--- src/include/mis_pkg.sv ---
// mis_pkg: shared constants and types of the interrupt sequencer
package mis_pkg;
   // vector table, high byte address of each two-byte vector
   localparam logic [13:0] VEC_ASYNC = 14'h3ff0;
   localparam logic [13:0] VEC_SYNC  = 14'h3ff2;
   localparam logic [13:0] VEC_T2    = 14'h3ff4;
   localparam logic [13:0] VEC_T1    = 14'h3ff6;
   localparam logic [13:0] VEC_CORE  = 14'h3ff8;
   localparam logic [13:0] VEC_EXT   = 14'h3ffa;
   localparam logic [13:0] VEC_TRAP  = 14'h3ffc;
   localparam logic [13:0] VEC_RESET = 14'h3ffe;

   // request kinds; hardware kinds are ordered, 0 highest
   localparam logic [2:0] K_EXT   = 3'h0;
   localparam logic [2:0] K_CORE  = 3'h1;
   localparam logic [2:0] K_T1    = 3'h2;
   localparam logic [2:0] K_T2    = 3'h3;
   localparam logic [2:0] K_SYNC  = 3'h4;
   localparam logic [2:0] K_ASYNC = 3'h5;
   localparam logic [2:0] K_TRAP  = 3'h6;
   localparam logic [2:0] K_RESET = 3'h7;
   localparam int         NUM_HW  = 6;

   // bytes pushed per entry: pc low, pc high, index, accumulator, flags
   localparam logic [2:0] STACK_BYTES = 3'h5;

   // register byte offsets
   localparam logic [7:0] OFS_CTRL   = 8'h00;
   localparam logic [7:0] OFS_ENABLE = 8'h04;
   localparam logic [7:0] OFS_STATUS = 8'h08;
   localparam logic [7:0] OFS_VECTOR = 8'h0c;

   // control register fields
   localparam int CTRL_MASK_BIT = 0;
   localparam int CTRL_EDGE_BIT = 1;
   localparam int CTRL_KEY_LSB  = 8;

   // enable register fields
   localparam int EN_CORE_WRAP = 0;
   localparam int EN_PERIODIC  = 1;
   localparam int EN_T1_CAP    = 2;
   localparam int EN_T1_CMP    = 3;
   localparam int EN_T1_WRAP   = 4;
   localparam int EN_T2_CAP    = 5;
   localparam int EN_T2_CMP    = 6;
   localparam int EN_T2_WRAP   = 7;
   localparam int EN_SYNC      = 8;
   localparam int EN_TX        = 9;
   localparam int EN_RX        = 10;
   localparam int EN_IDLE      = 11;
   localparam int EN_W         = 12;

   // status register fields
   localparam int STS_REQ_LSB   = 0;
   localparam int STS_LATCH_BIT = 8;
   localparam int STS_PIN_BIT   = 9;
   localparam int STS_TRAP_BIT  = 10;
   localparam int STS_BUSY_BIT  = 11;
   localparam int STS_KIND_LSB  = 16;

   // values after reset
   localparam logic       MASK_RST = 1'b1;
   localparam logic       EDGE_RST = 1'b0;
   localparam logic [11:0] EN_RST  = 12'h000;

   typedef enum logic [2:0] {
      S_RUN, S_STACK, S_MASK, S_PRIO, S_VEC_HI, S_VEC_LO, S_JUMP, S_RESET
   } mis_state_type;
endpackage : mis_pkg

--- src/hw/mis_pin_sync.sv ---
// mis_pin_sync: three-stage synchroniser for asynchronous pins
`timescale 1ns/1ps
module mis_pin_sync #(
   parameter int W = 1
) (
   // clock and reset
   input  wire logic         clk_i,
   input  wire logic         rst_i,
   // asynchronous pins, idle high
   input  wire logic [W-1:0] pin_i,
   // second and third stage
   output logic      [W-1:0] mid_o,
   output logic      [W-1:0] late_o
);
   typedef struct packed {
      logic [W-1:0] s1;
      logic [W-1:0] s2;
      logic [W-1:0] s3;
   } mis_sync_type;

   mis_sync_type q;
   mis_sync_type next_q;

   always_comb begin
      next_q.s1 = pin_i;
      next_q.s2 = q.s1;
      next_q.s3 = q.s2;
   end

   always_ff @(posedge clk_i) begin
      if (rst_i) begin
         q <= '1;
      end else begin
         q <= next_q;
      end
   end

   assign mid_o  = q.s2;
   assign late_o = q.s3;
endmodule : mis_pin_sync

--- src/hw/mis_sequencer.sv ---
// mis_sequencer: interrupt recognition, priority and vector sequencing
`timescale 1ns/1ps
module mis_sequencer
   import mis_pkg::*;
#(
   parameter int KEY_W = 8
) (
   // clock and reset
   input  wire logic             clk_i,
   input  wire logic             rst_i,
   // wishbone slave
   input  wire logic             wb_cyc_i,
   input  wire logic             wb_stb_i,
   input  wire logic             wb_we_i,
   input  wire logic [7:0]       wb_adr_i,
   input  wire logic [3:0]       wb_sel_i,
   input  wire logic [31:0]      wb_dat_i,
   output logic      [31:0]      wb_dat_o,
   output logic                  wb_ack_o,
   // pins, asynchronous, active low
   input  wire logic             irq_pin_n_i,
   input  wire logic [KEY_W-1:0] key_pin_n_i,
   input  wire logic             reset_pin_n_i,
   // internal reset sources
   input  wire logic             internal_reset_i,
   // core tick timer flags
   input  wire logic             counter_wrap_flag_i,
   input  wire logic             periodic_tick_flag_i,
   // wide timer flags
   input  wire logic             t1_capture_flag_i,
   input  wire logic             t1_compare_flag_i,
   input  wire logic             t1_counter_wrap_flag_i,
   input  wire logic             t2_capture_flag_i,
   input  wire logic             t2_compare_flag_i,
   input  wire logic             t2_counter_wrap_flag_i,
   // serial unit flags
   input  wire logic             sync_xfer_done_flag_i,
   input  wire logic             sync_mode_fault_flag_i,
   input  wire logic             tx_buffer_empty_flag_i,
   input  wire logic             tx_complete_flag_i,
   input  wire logic             rx_buffer_full_flag_i,
   input  wire logic             rx_overrun_flag_i,
   input  wire logic             line_idle_flag_i,
   // cpu handshake
   input  wire logic             instr_done_i,
   input  wire logic             soft_trap_fetch_i,
   input  wire logic             return_from_trap_instr_i,
   input  wire logic             restored_mask_i,
   // cpu control
   output logic                  global_mask_o,
   output logic                  stack_req_o,
   output logic      [2:0]       stack_index_o,
   output logic                  vector_read_o,
   output logic      [13:0]      vector_addr_o,
   output logic                  service_start_o,
   output logic                  halt_o,
   output logic                  branch_if_pin_high_o,
   output logic                  branch_if_pin_low_o
);
   typedef struct packed {
      mis_state_type    st;
      logic             mask;
      logic             edge_only;
      logic [KEY_W-1:0] key_en;
      logic [EN_W-1:0]  en;
      logic             rst_lvl;
      logic             ext_lvl;
      logic [KEY_W-1:0] key_lvl;
      logic             pin_low;
      logic             ext_latch;
      logic             trap_pend;
      logic             trap_hw_first;
      logic [2:0]       kind;
      logic [2:0]       cnt;
      logic [13:0]      vec;
      logic             vec_rd;
      logic             stack_req;
      logic             svc_start;
      logic             halt;
      logic             ack;
      logic [31:0]      dat;
   } mis_regs_type;

   localparam mis_regs_type RST_Q = '{
      st: S_RESET, mask: MASK_RST, edge_only: EDGE_RST, key_en: '0, en: EN_RST,
      rst_lvl: 1'b1, ext_lvl: 1'b1, key_lvl: '1, pin_low: 1'b0, ext_latch: 1'b0,
      trap_pend: 1'b0, trap_hw_first: 1'b0, kind: K_RESET, cnt: 3'h0,
      vec: 14'h0000, vec_rd: 1'b0, stack_req: 1'b0, svc_start: 1'b0,
      halt: 1'b1, ack: 1'b0, dat: 32'h0000_0000};

   mis_regs_type q;
   mis_regs_type next_q;

   // highest hardware priority is the lowest index
   function automatic logic [2:0] pick_src(input logic [NUM_HW-1:0] r);
      logic [2:0] k;
      k = K_ASYNC;
      for (int i = NUM_HW - 1; i >= 0; i--) begin
         if (r[i]) begin
            k = 3'(i);
         end
      end
      return k;
   endfunction : pick_src

   function automatic logic [13:0] vec_of(input logic [2:0] k);
      case (k)
         K_EXT:   return VEC_EXT;
         K_CORE:  return VEC_CORE;
         K_T1:    return VEC_T1;
         K_T2:    return VEC_T2;
         K_SYNC:  return VEC_SYNC;
         K_ASYNC: return VEC_ASYNC;
         K_TRAP:  return VEC_TRAP;
         default: return VEC_RESET;
      endcase
   endfunction : vec_of

   function automatic logic [31:0] merge(input logic [31:0] o, input logic [31:0] n,
                                         input logic [3:0] s);
      logic [31:0] m;
      m = {{8{s[3]}}, {8{s[2]}}, {8{s[1]}}, {8{s[0]}}};
      return (n & m) | (o & ~m);
   endfunction : merge

   // pin synchronisation; a level is accepted once stages two and three agree
   logic [KEY_W+1:0] s_mid;
   logic [KEY_W+1:0] s_late;
   logic [KEY_W+1:0] lvl_q;
   logic [KEY_W+1:0] lvl_d;

   mis_pin_sync #(
      .W (KEY_W + 2)
   ) u_sync (
      .clk_i  (clk_i),
      .rst_i  (rst_i),
      .pin_i  ({reset_pin_n_i, irq_pin_n_i, key_pin_n_i}),
      .mid_o  (s_mid),
      .late_o (s_late)
   );

   assign lvl_q = {q.rst_lvl, q.ext_lvl, q.key_lvl};
   assign lvl_d = ((s_mid ~^ s_late) & s_late) | ((s_mid ^ s_late) & lvl_q);

   logic              ext_fall;
   logic              key_fall;
   logic              key_low;
   logic              reset_req;
   logic [NUM_HW-1:0] hw_req;
   logic              hw_ok;

   assign ext_fall  = q.ext_lvl & ~lvl_d[KEY_W];
   assign key_fall  = |(q.key_lvl & ~lvl_d[KEY_W-1:0] & q.key_en);
   assign key_low   = |(~q.key_lvl & q.key_en);
   assign reset_req = ~q.rst_lvl | internal_reset_i;

   // edge-only mode serves the latch alone; otherwise a held low level also asks
   assign hw_req[K_EXT] = q.ext_latch | (~q.edge_only & (~q.ext_lvl | key_low));
   assign hw_req[K_CORE] = (counter_wrap_flag_i & q.en[EN_CORE_WRAP])
                         | (periodic_tick_flag_i & q.en[EN_PERIODIC]);
   assign hw_req[K_T1] = (t1_capture_flag_i & q.en[EN_T1_CAP])
                       | (t1_compare_flag_i & q.en[EN_T1_CMP])
                       | (t1_counter_wrap_flag_i & q.en[EN_T1_WRAP]);
   assign hw_req[K_T2] = (t2_capture_flag_i & q.en[EN_T2_CAP])
                       | (t2_compare_flag_i & q.en[EN_T2_CMP])
                       | (t2_counter_wrap_flag_i & q.en[EN_T2_WRAP]);
   assign hw_req[K_SYNC] = (sync_xfer_done_flag_i | sync_mode_fault_flag_i)
                         & q.en[EN_SYNC];
   assign hw_req[K_ASYNC] = ((tx_buffer_empty_flag_i | tx_complete_flag_i) & q.en[EN_TX])
                          | ((rx_buffer_full_flag_i | rx_overrun_flag_i) & q.en[EN_RX])
                          | (line_idle_flag_i & q.en[EN_IDLE]);
   assign hw_ok = (|hw_req) & ~q.mask;

   // register bus
   logic        bus_req;
   logic        bus_wr;
   logic [31:0] ctrl_rd;
   logic [31:0] en_rd;
   logic [31:0] sts_rd;
   logic [31:0] vec_rd;
   logic [31:0] rd_data;
   logic [31:0] ctrl_new;
   logic [31:0] en_new;

   assign bus_req = wb_cyc_i & wb_stb_i & ~q.ack;
   assign bus_wr  = bus_req & wb_we_i;
   assign ctrl_rd = {{(24 - KEY_W){1'b0}}, q.key_en, 6'h00, q.edge_only, q.mask};
   assign en_rd   = {{(32 - EN_W){1'b0}}, q.en};
   assign sts_rd  = {13'h0000, q.kind, 4'h0, q.st != S_RUN, q.trap_pend, q.ext_lvl,
                     q.ext_latch, 2'h0, hw_req};
   assign vec_rd  = {18'h00000, q.vec};
   assign ctrl_new = merge(ctrl_rd, wb_dat_i, wb_sel_i);
   assign en_new   = merge(en_rd, wb_dat_i, wb_sel_i);

   always_comb begin
      case (wb_adr_i)
         OFS_CTRL:   rd_data = ctrl_rd;
         OFS_ENABLE: rd_data = en_rd;
         OFS_STATUS: rd_data = sts_rd;
         OFS_VECTOR: rd_data = vec_rd;
         default:    rd_data = 32'h0000_0000;
      endcase
   end

   always_comb begin
      next_q           = q;
      next_q.ack       = bus_req;
      next_q.dat       = bus_req ? rd_data : 32'h0000_0000;
      next_q.vec_rd    = 1'b0;
      next_q.svc_start = 1'b0;
      {next_q.rst_lvl, next_q.ext_lvl, next_q.key_lvl} = lvl_d;
      next_q.pin_low   = ~lvl_d[KEY_W];

      if (bus_wr && wb_adr_i == OFS_CTRL) begin
         next_q.mask      = ctrl_new[CTRL_MASK_BIT];
         next_q.edge_only = ctrl_new[CTRL_EDGE_BIT];
         next_q.key_en    = ctrl_new[CTRL_KEY_LSB +: KEY_W];
      end
      if (bus_wr && wb_adr_i == OFS_ENABLE) begin
         next_q.en = en_new[EN_W-1:0];
      end
      if (return_from_trap_instr_i) begin
         next_q.mask = restored_mask_i;
      end
      // remember whether hardware was already waiting when the trap was fetched
      if (soft_trap_fetch_i) begin
         next_q.trap_pend     = 1'b1;
         next_q.trap_hw_first = hw_ok;
      end

      case (q.st)
         S_RUN: begin
            // only an instruction boundary may start an entry
            if (instr_done_i) begin
               if (q.trap_pend && !(q.trap_hw_first && hw_ok)) begin
                  next_q.kind          = K_TRAP;
                  next_q.trap_pend     = 1'b0;
                  next_q.trap_hw_first = 1'b0;
                  next_q.st            = S_STACK;
                  next_q.cnt           = 3'h0;
                  next_q.stack_req     = 1'b1;
               end else if (hw_ok) begin
                  next_q.kind          = pick_src(hw_req);
                  next_q.trap_hw_first = 1'b0;
                  next_q.st           = S_STACK;
                  next_q.cnt          = 3'h0;
                  next_q.stack_req    = 1'b1;
               end
            end
         end
         S_STACK: begin
            if (q.cnt == STACK_BYTES - 3'h1) begin
               next_q.stack_req = 1'b0;
               next_q.st        = S_MASK;
            end else begin
               next_q.cnt = q.cnt + 3'h1;
            end
         end
         S_MASK: begin
            next_q.mask = 1'b1;
            next_q.st   = S_PRIO;
         end
         S_PRIO: begin
            // if every request vanished during stacking, the accepted one is kept
            if (q.kind != K_TRAP && (|hw_req)) begin
               next_q.kind = pick_src(hw_req);
            end
            if (next_q.kind == K_EXT) begin
               next_q.ext_latch = 1'b0;
            end
            next_q.vec    = vec_of(next_q.kind);
            next_q.vec_rd = 1'b1;
            next_q.st     = S_VEC_HI;
         end
         S_VEC_HI: begin
            next_q.vec    = q.vec + 14'h0001;
            next_q.vec_rd = 1'b1;
            next_q.st     = S_VEC_LO;
         end
         S_VEC_LO: begin
            next_q.svc_start = 1'b1;
            next_q.st        = S_JUMP;
         end
         S_JUMP: begin
            next_q.st = S_RUN;
         end
         S_RESET: begin
            if (!reset_req) begin
               next_q.halt   = 1'b0;
               // a bus write in the release cycle must not leave the mask clear
               next_q.mask   = 1'b1;
               next_q.kind   = K_RESET;
               next_q.vec    = VEC_RESET;
               next_q.vec_rd = 1'b1;
               next_q.st     = S_VEC_HI;
            end
         end
         default: begin
            next_q.st = S_RESET;
         end
      endcase

      // a new edge wins over the clear in the same cycle
      if (ext_fall || key_fall) begin
         next_q.ext_latch = 1'b1;
      end

      // reset alone may cut an instruction short
      if (reset_req) begin
         next_q.st           = S_RESET;
         next_q.halt         = 1'b1;
         next_q.mask         = 1'b1;
         next_q.stack_req    = 1'b0;
         next_q.vec_rd       = 1'b0;
         next_q.svc_start     = 1'b0;
         next_q.trap_pend     = 1'b0;
         next_q.trap_hw_first = 1'b0;
         next_q.ext_latch     = 1'b0;
      end
   end

   always_ff @(posedge clk_i) begin
      if (rst_i) begin
         q <= RST_Q;
      end else begin
         q <= next_q;
      end
   end

   assign wb_dat_o             = q.dat;
   assign wb_ack_o             = q.ack;
   assign global_mask_o        = q.mask;
   assign stack_req_o          = q.stack_req;
   assign stack_index_o        = q.cnt;
   assign vector_read_o        = q.vec_rd;
   assign vector_addr_o        = q.vec;
   assign service_start_o      = q.svc_start;
   assign halt_o               = q.halt;
   assign branch_if_pin_high_o = q.ext_lvl;
   assign branch_if_pin_low_o  = q.pin_low;
endmodule : mis_sequencer

--- config.mk ---
export PLATFORM = sky130hd
export DESIGN_NAME = mis_sequencer
export DESIGN_NICKNAME = d
export VERILOG_FILES = /design/src/include/mis_pkg.sv /design/src/hw/mis_pin_sync.sv /design/src/hw/mis_sequencer.sv
export SDC_FILE = /design/constraint.sdc
export NUM_CORES = 1
export LEC_CHECK = 0
export ABC_AREA = 0
export BUFFER_PORTS_ARGS = -buffer_cell sky130_fd_sc_hd__buf_2
export CAP_MARGIN = 0
export CORE_ASPECT_RATIO = 0.9
export CORE_MARGIN = 2
export CORE_UTILIZATION = 45
export CTS_CLUSTER_DIAMETER = 100
export DETAILED_ROUTE_END_ITERATION = 7
export GPL_TIMING_DRIVEN = 0
export PLACE_DENSITY = 0.7
export SYNTH_ARGS = -nofsm -noshare
export SYNTH_HDL_FRONTEND = slang
export SYNTH_SLANG_ARGS = --single-unit
--- constraint.sdc ---
create_clock -name clk_i -period 3.02 [get_ports clk_i]
set_input_delay 0.604 -clock clk_i [delete_from_list [all_inputs] [get_ports clk_i]]
set_output_delay 0.604 -clock clk_i [all_outputs]
set_load 0.02 [all_outputs]
==> summary.md <==
| Metric | Value |
|---|---|
| Status | `complete, no violations` |
| WL final | `approximately 13 mm` |
| Largest area contributor in the synthesized netlist | `dfxtp_1` |
| Number of CTS-inserted buffers | `17` |
| Crit share post-route | `just under 90%` |
| PwrDens | `between 600 and 700 nW/um2` |
| Setup TNS | `0 ps` |
| Routed Antenna Nets | `0` |
| H-tree depth | `4` |
| Clk_lat worst skew | `410 ps` |
| Cell count after synthesis | `between 500 and 600` |
| Die height | `roughly 100 um` |
| Pleak | `about 2.8 nW` |
| Area Growth Syn to Fin | `26.2%` |
| Total grt overflow | `0` |
| RSZ-0062 raised after global routing | `no` |
| Synth unique cells | `54` |
| Synth Warn # | `0` |
| Required @ worst endpoint | `3340 ps` |
| Top cell type's share of synthesized area | `between 40% and 50%` |
| Port Buffers | `~100` |
| Post-CTS sizing | `0` |
| GR Util All Layers | `approximately a fifth` |
| CP delay by family, top | `compound AO/OA/AOI/OAI gates` |
| Drt first pass iters | `5` |
| Avg Cell Area, Syn | `a little over 9 um2` |
| Worst-path maximum fanout | `5` |
| Max Freq | `roughly 0.38 GHz` |
| Die area | `about 12000 um2` |
| Critical path class | `register to register` |
| CTS Sinks | `around 110` |
| Crit path time final | `about 2600 ps` |
| Max-Cap Viols | `0` |
| FFs w/ async S/R, synth | `0%` |
| Initial DRC Count | `234` |
| Worst slew margin | `about two fifths` |
| EDFF count, synth | `0` |
| CP Data Arrival Time | `between 2000 and 3000 ps` |
| First-pass GRT wire length | `roughly 20 mm` |
| Core area | `roughly 11000 um2` |
| #FFs+latches synth | `~110` |
| Worst Tran Pin Value | `887 ps` |
| Post-route insts no fill | `between 800 and 900` |
| Post-CTS Setup Bufs | `0` |
| Initial antenna violation count | `0` |
| Setup Skew | `10.3 ps` |
| Initial Util | `a little under half` |
| PnR worst setup slack | `~370 ps` |
| Design area | `about 6400 um2` |
| Proportion of layout cells with a drive suffix above 1 | `between 30% and 40%` |
| GPL Wtd Cong | `a little over 0.9` |
| Worst vdd ir | `0.415 mV` |
| Routed len/inst | `between 10 and 15 um` |
| Prevailing post-synth register cell | `dfxtp_1` |
| Post-route DRC | `0` |
| CP bufs+invs | `0` |
| CP cell instances | `a222oi_1 > nand2_2 > or3_4 > o21a_4 > o21ai_1 > a32oi_1 > nor3_1` |
| CP max stage delay | `790 ps` |
| CP endpoint kind | `register` |
| Crit path max-delay cell type | `a222oi_1` |
| Pins Over Slew Limit | `0` |
| Clock Pin Slew Worst Setup and Hold Paths | `50 ps` |
| CTS tree | `yes` |
| Largest net degree at the start of global routing | `17` |
| Placed instance count | `roughly 820` |
| Cell area after synthesis | `just over 5000 um2` |
| I/O Pins | `roughly 140` |
| Hold Violations, Final | `0` |
| Net count reported at finish | `between 700 and 800` |
| Die W | `between 100 and 150 um` |
| Placed cell areas | `slightly below 6000 um2` |
| Setup-failing EPs final | `0` |
| Pre-CTS setup slack | `roughly 85 ps` |
| Vias in the first global route | `3982` |
| DP HPWL | `between 9 and 10 mm` |
| HP Class | `input pin to register` |
| Leading cell types by total area after synthesis | `dfxtp_1, buf_4, nor2_1` |
| Vias | `between 4000 and 5000` |
| Inserted Diodes | `0` |
| Sequential area share after synthesis | `between 40% and 50%` |
| Hold Buf Count CTS | `0` |
| Critical Path Source Type | `register` |
| Clock Path Buffers | `2` |
| Row cnt | `36` |
| Vias per cell | `slightly above 5` |
| Root Driver | `clkbuf_16` |
[power breakdown]
part	internal (mW)	switching [mW]
sequential	1.55	0.0553
combinational	0.168	0.204
clock	1.29	0.668
[worst paths after layout]
check             depth (start not counted)                      endpoint  slack (ps)                    startpoint
setup / recovery                          7              q[57]$_SDFF_PP0_         370                      register
hold / removal                            2  u_sync.next_q[17]$_SDFF_PP1_         370                key_pin_n_i[7]
setup reg to reg                          7              q[57]$_SDFF_PP0_         370                      register
hold reg to reg                           1    u_sync.mid_o[3]$_SDFF_PP1_         410  u_sync.next_q[13]$_SDFF_PP1_
[metrics by stage]
stage / power [mW] / utilization (%) / hold WS, ps
3_5_place_dp: 2.00 / 53.5 / 397
2_1_floorplan: 1.87 / - / 389
5_1_grt: 4.06 / 58.8 / 364
6_report: 3.93 / 58.8 / 371
4_1_cts: 3.95 / 58.8 / 362
3_3_place_gp: 1.99 / 53.5 / 391
[placed cells by master, fill, tap and decap left out, types with 5 or more instances in the layout]
cell type | Yosys | final
a21oi_1 | 26 | 26
nor2b_1 | 11 | 11
ha_1 | 13 | 13
mux2i_1 | 24 | 24
nor3_1 | 21 | 21
conb_1 | 1 | 13
a31oi_1 | 5 | 5
mux4_2 | 6 | 6
clkinv_2 | 0 | 5
buf_4 | 49 | 49
o21ai_0 | 13 | 13
clkbuf_1 | 16 | 20
inv_1 | 14 | 14
and2_1 | 7 | 7
a211o_1 | 10 | 10
nand2_1 | 35 | 35
nor2_1 | 69 | 69
clkbuf_16 | 0 | 17
or2_2 | 32 | 32
buf_2 | 1 | 104
nand3_1 | 15 | 15
and3_1 | 10 | 10
dfxtp_1 | 113 | 113
a22oi_1 | 5 | 5
[per-layer routing]
layer	wire (um)	vias to the layer above	global-route usage, %
met5	0	-	0
met4	345	0	11.0
met3	871	32	4.41
met2	5550	184	31.8
met1	5790	1992	28.0
li1	-	2158	-
[cell usage after synthesis, types with 2 or more instances]
cell,instances
o21a_1,2
ha_1,13
nand4_1,4
nor3_1,21
o2111ai_1,2
a32oi_1,3
xnor2_1,2
buf_4,49
o311ai_0,2
dfxtp_1,113
nor4_1,2
a22oi_1,5
a311oi_1,4
clkbuf_1,16
a2111oi_0,2
nand2b_1,3
or3_1,2
mux4_2,6
a21oi_1,26
nor2_1,69
buf_1,4
inv_1,14
and2_1,7
nand2_1,35
a211oi_1,3
mux2i_1,24
a211o_1,10
a22o_1,2
and4_1,3
a222oi_1,3
o31ai_1,3
and3_1,10
nand3_1,15
nor2b_1,11
a31oi_1,5
or2_2,32
o21ai_0,13
[area by class of cell]
class,instances,area [um2]
timing repair buffer,103,515
clock inverter,11,139
sequential,113,2260
fill,998,4490
clock buffer,21,440
inverter,14,52.6
tap,152,190
buffer,70,448
multi-input combinational,372,2370
[kinds of logic after synthesis]
logic type	Yosys count	share of synthesized area (%)
other	1	0.0738
XOR/XNOR	3	0.517
AND/OR/NAND/NOR	219	21.3
flip-flops	113	44.5
adder cells (fa/ha/maj)	13	3.20
AO/OA/AOI/OAI	94	13.2
buffers and inverters	84	9.84
multiplexers	30	7.38
No activity file was read; power rests on OpenSTA's default activity.
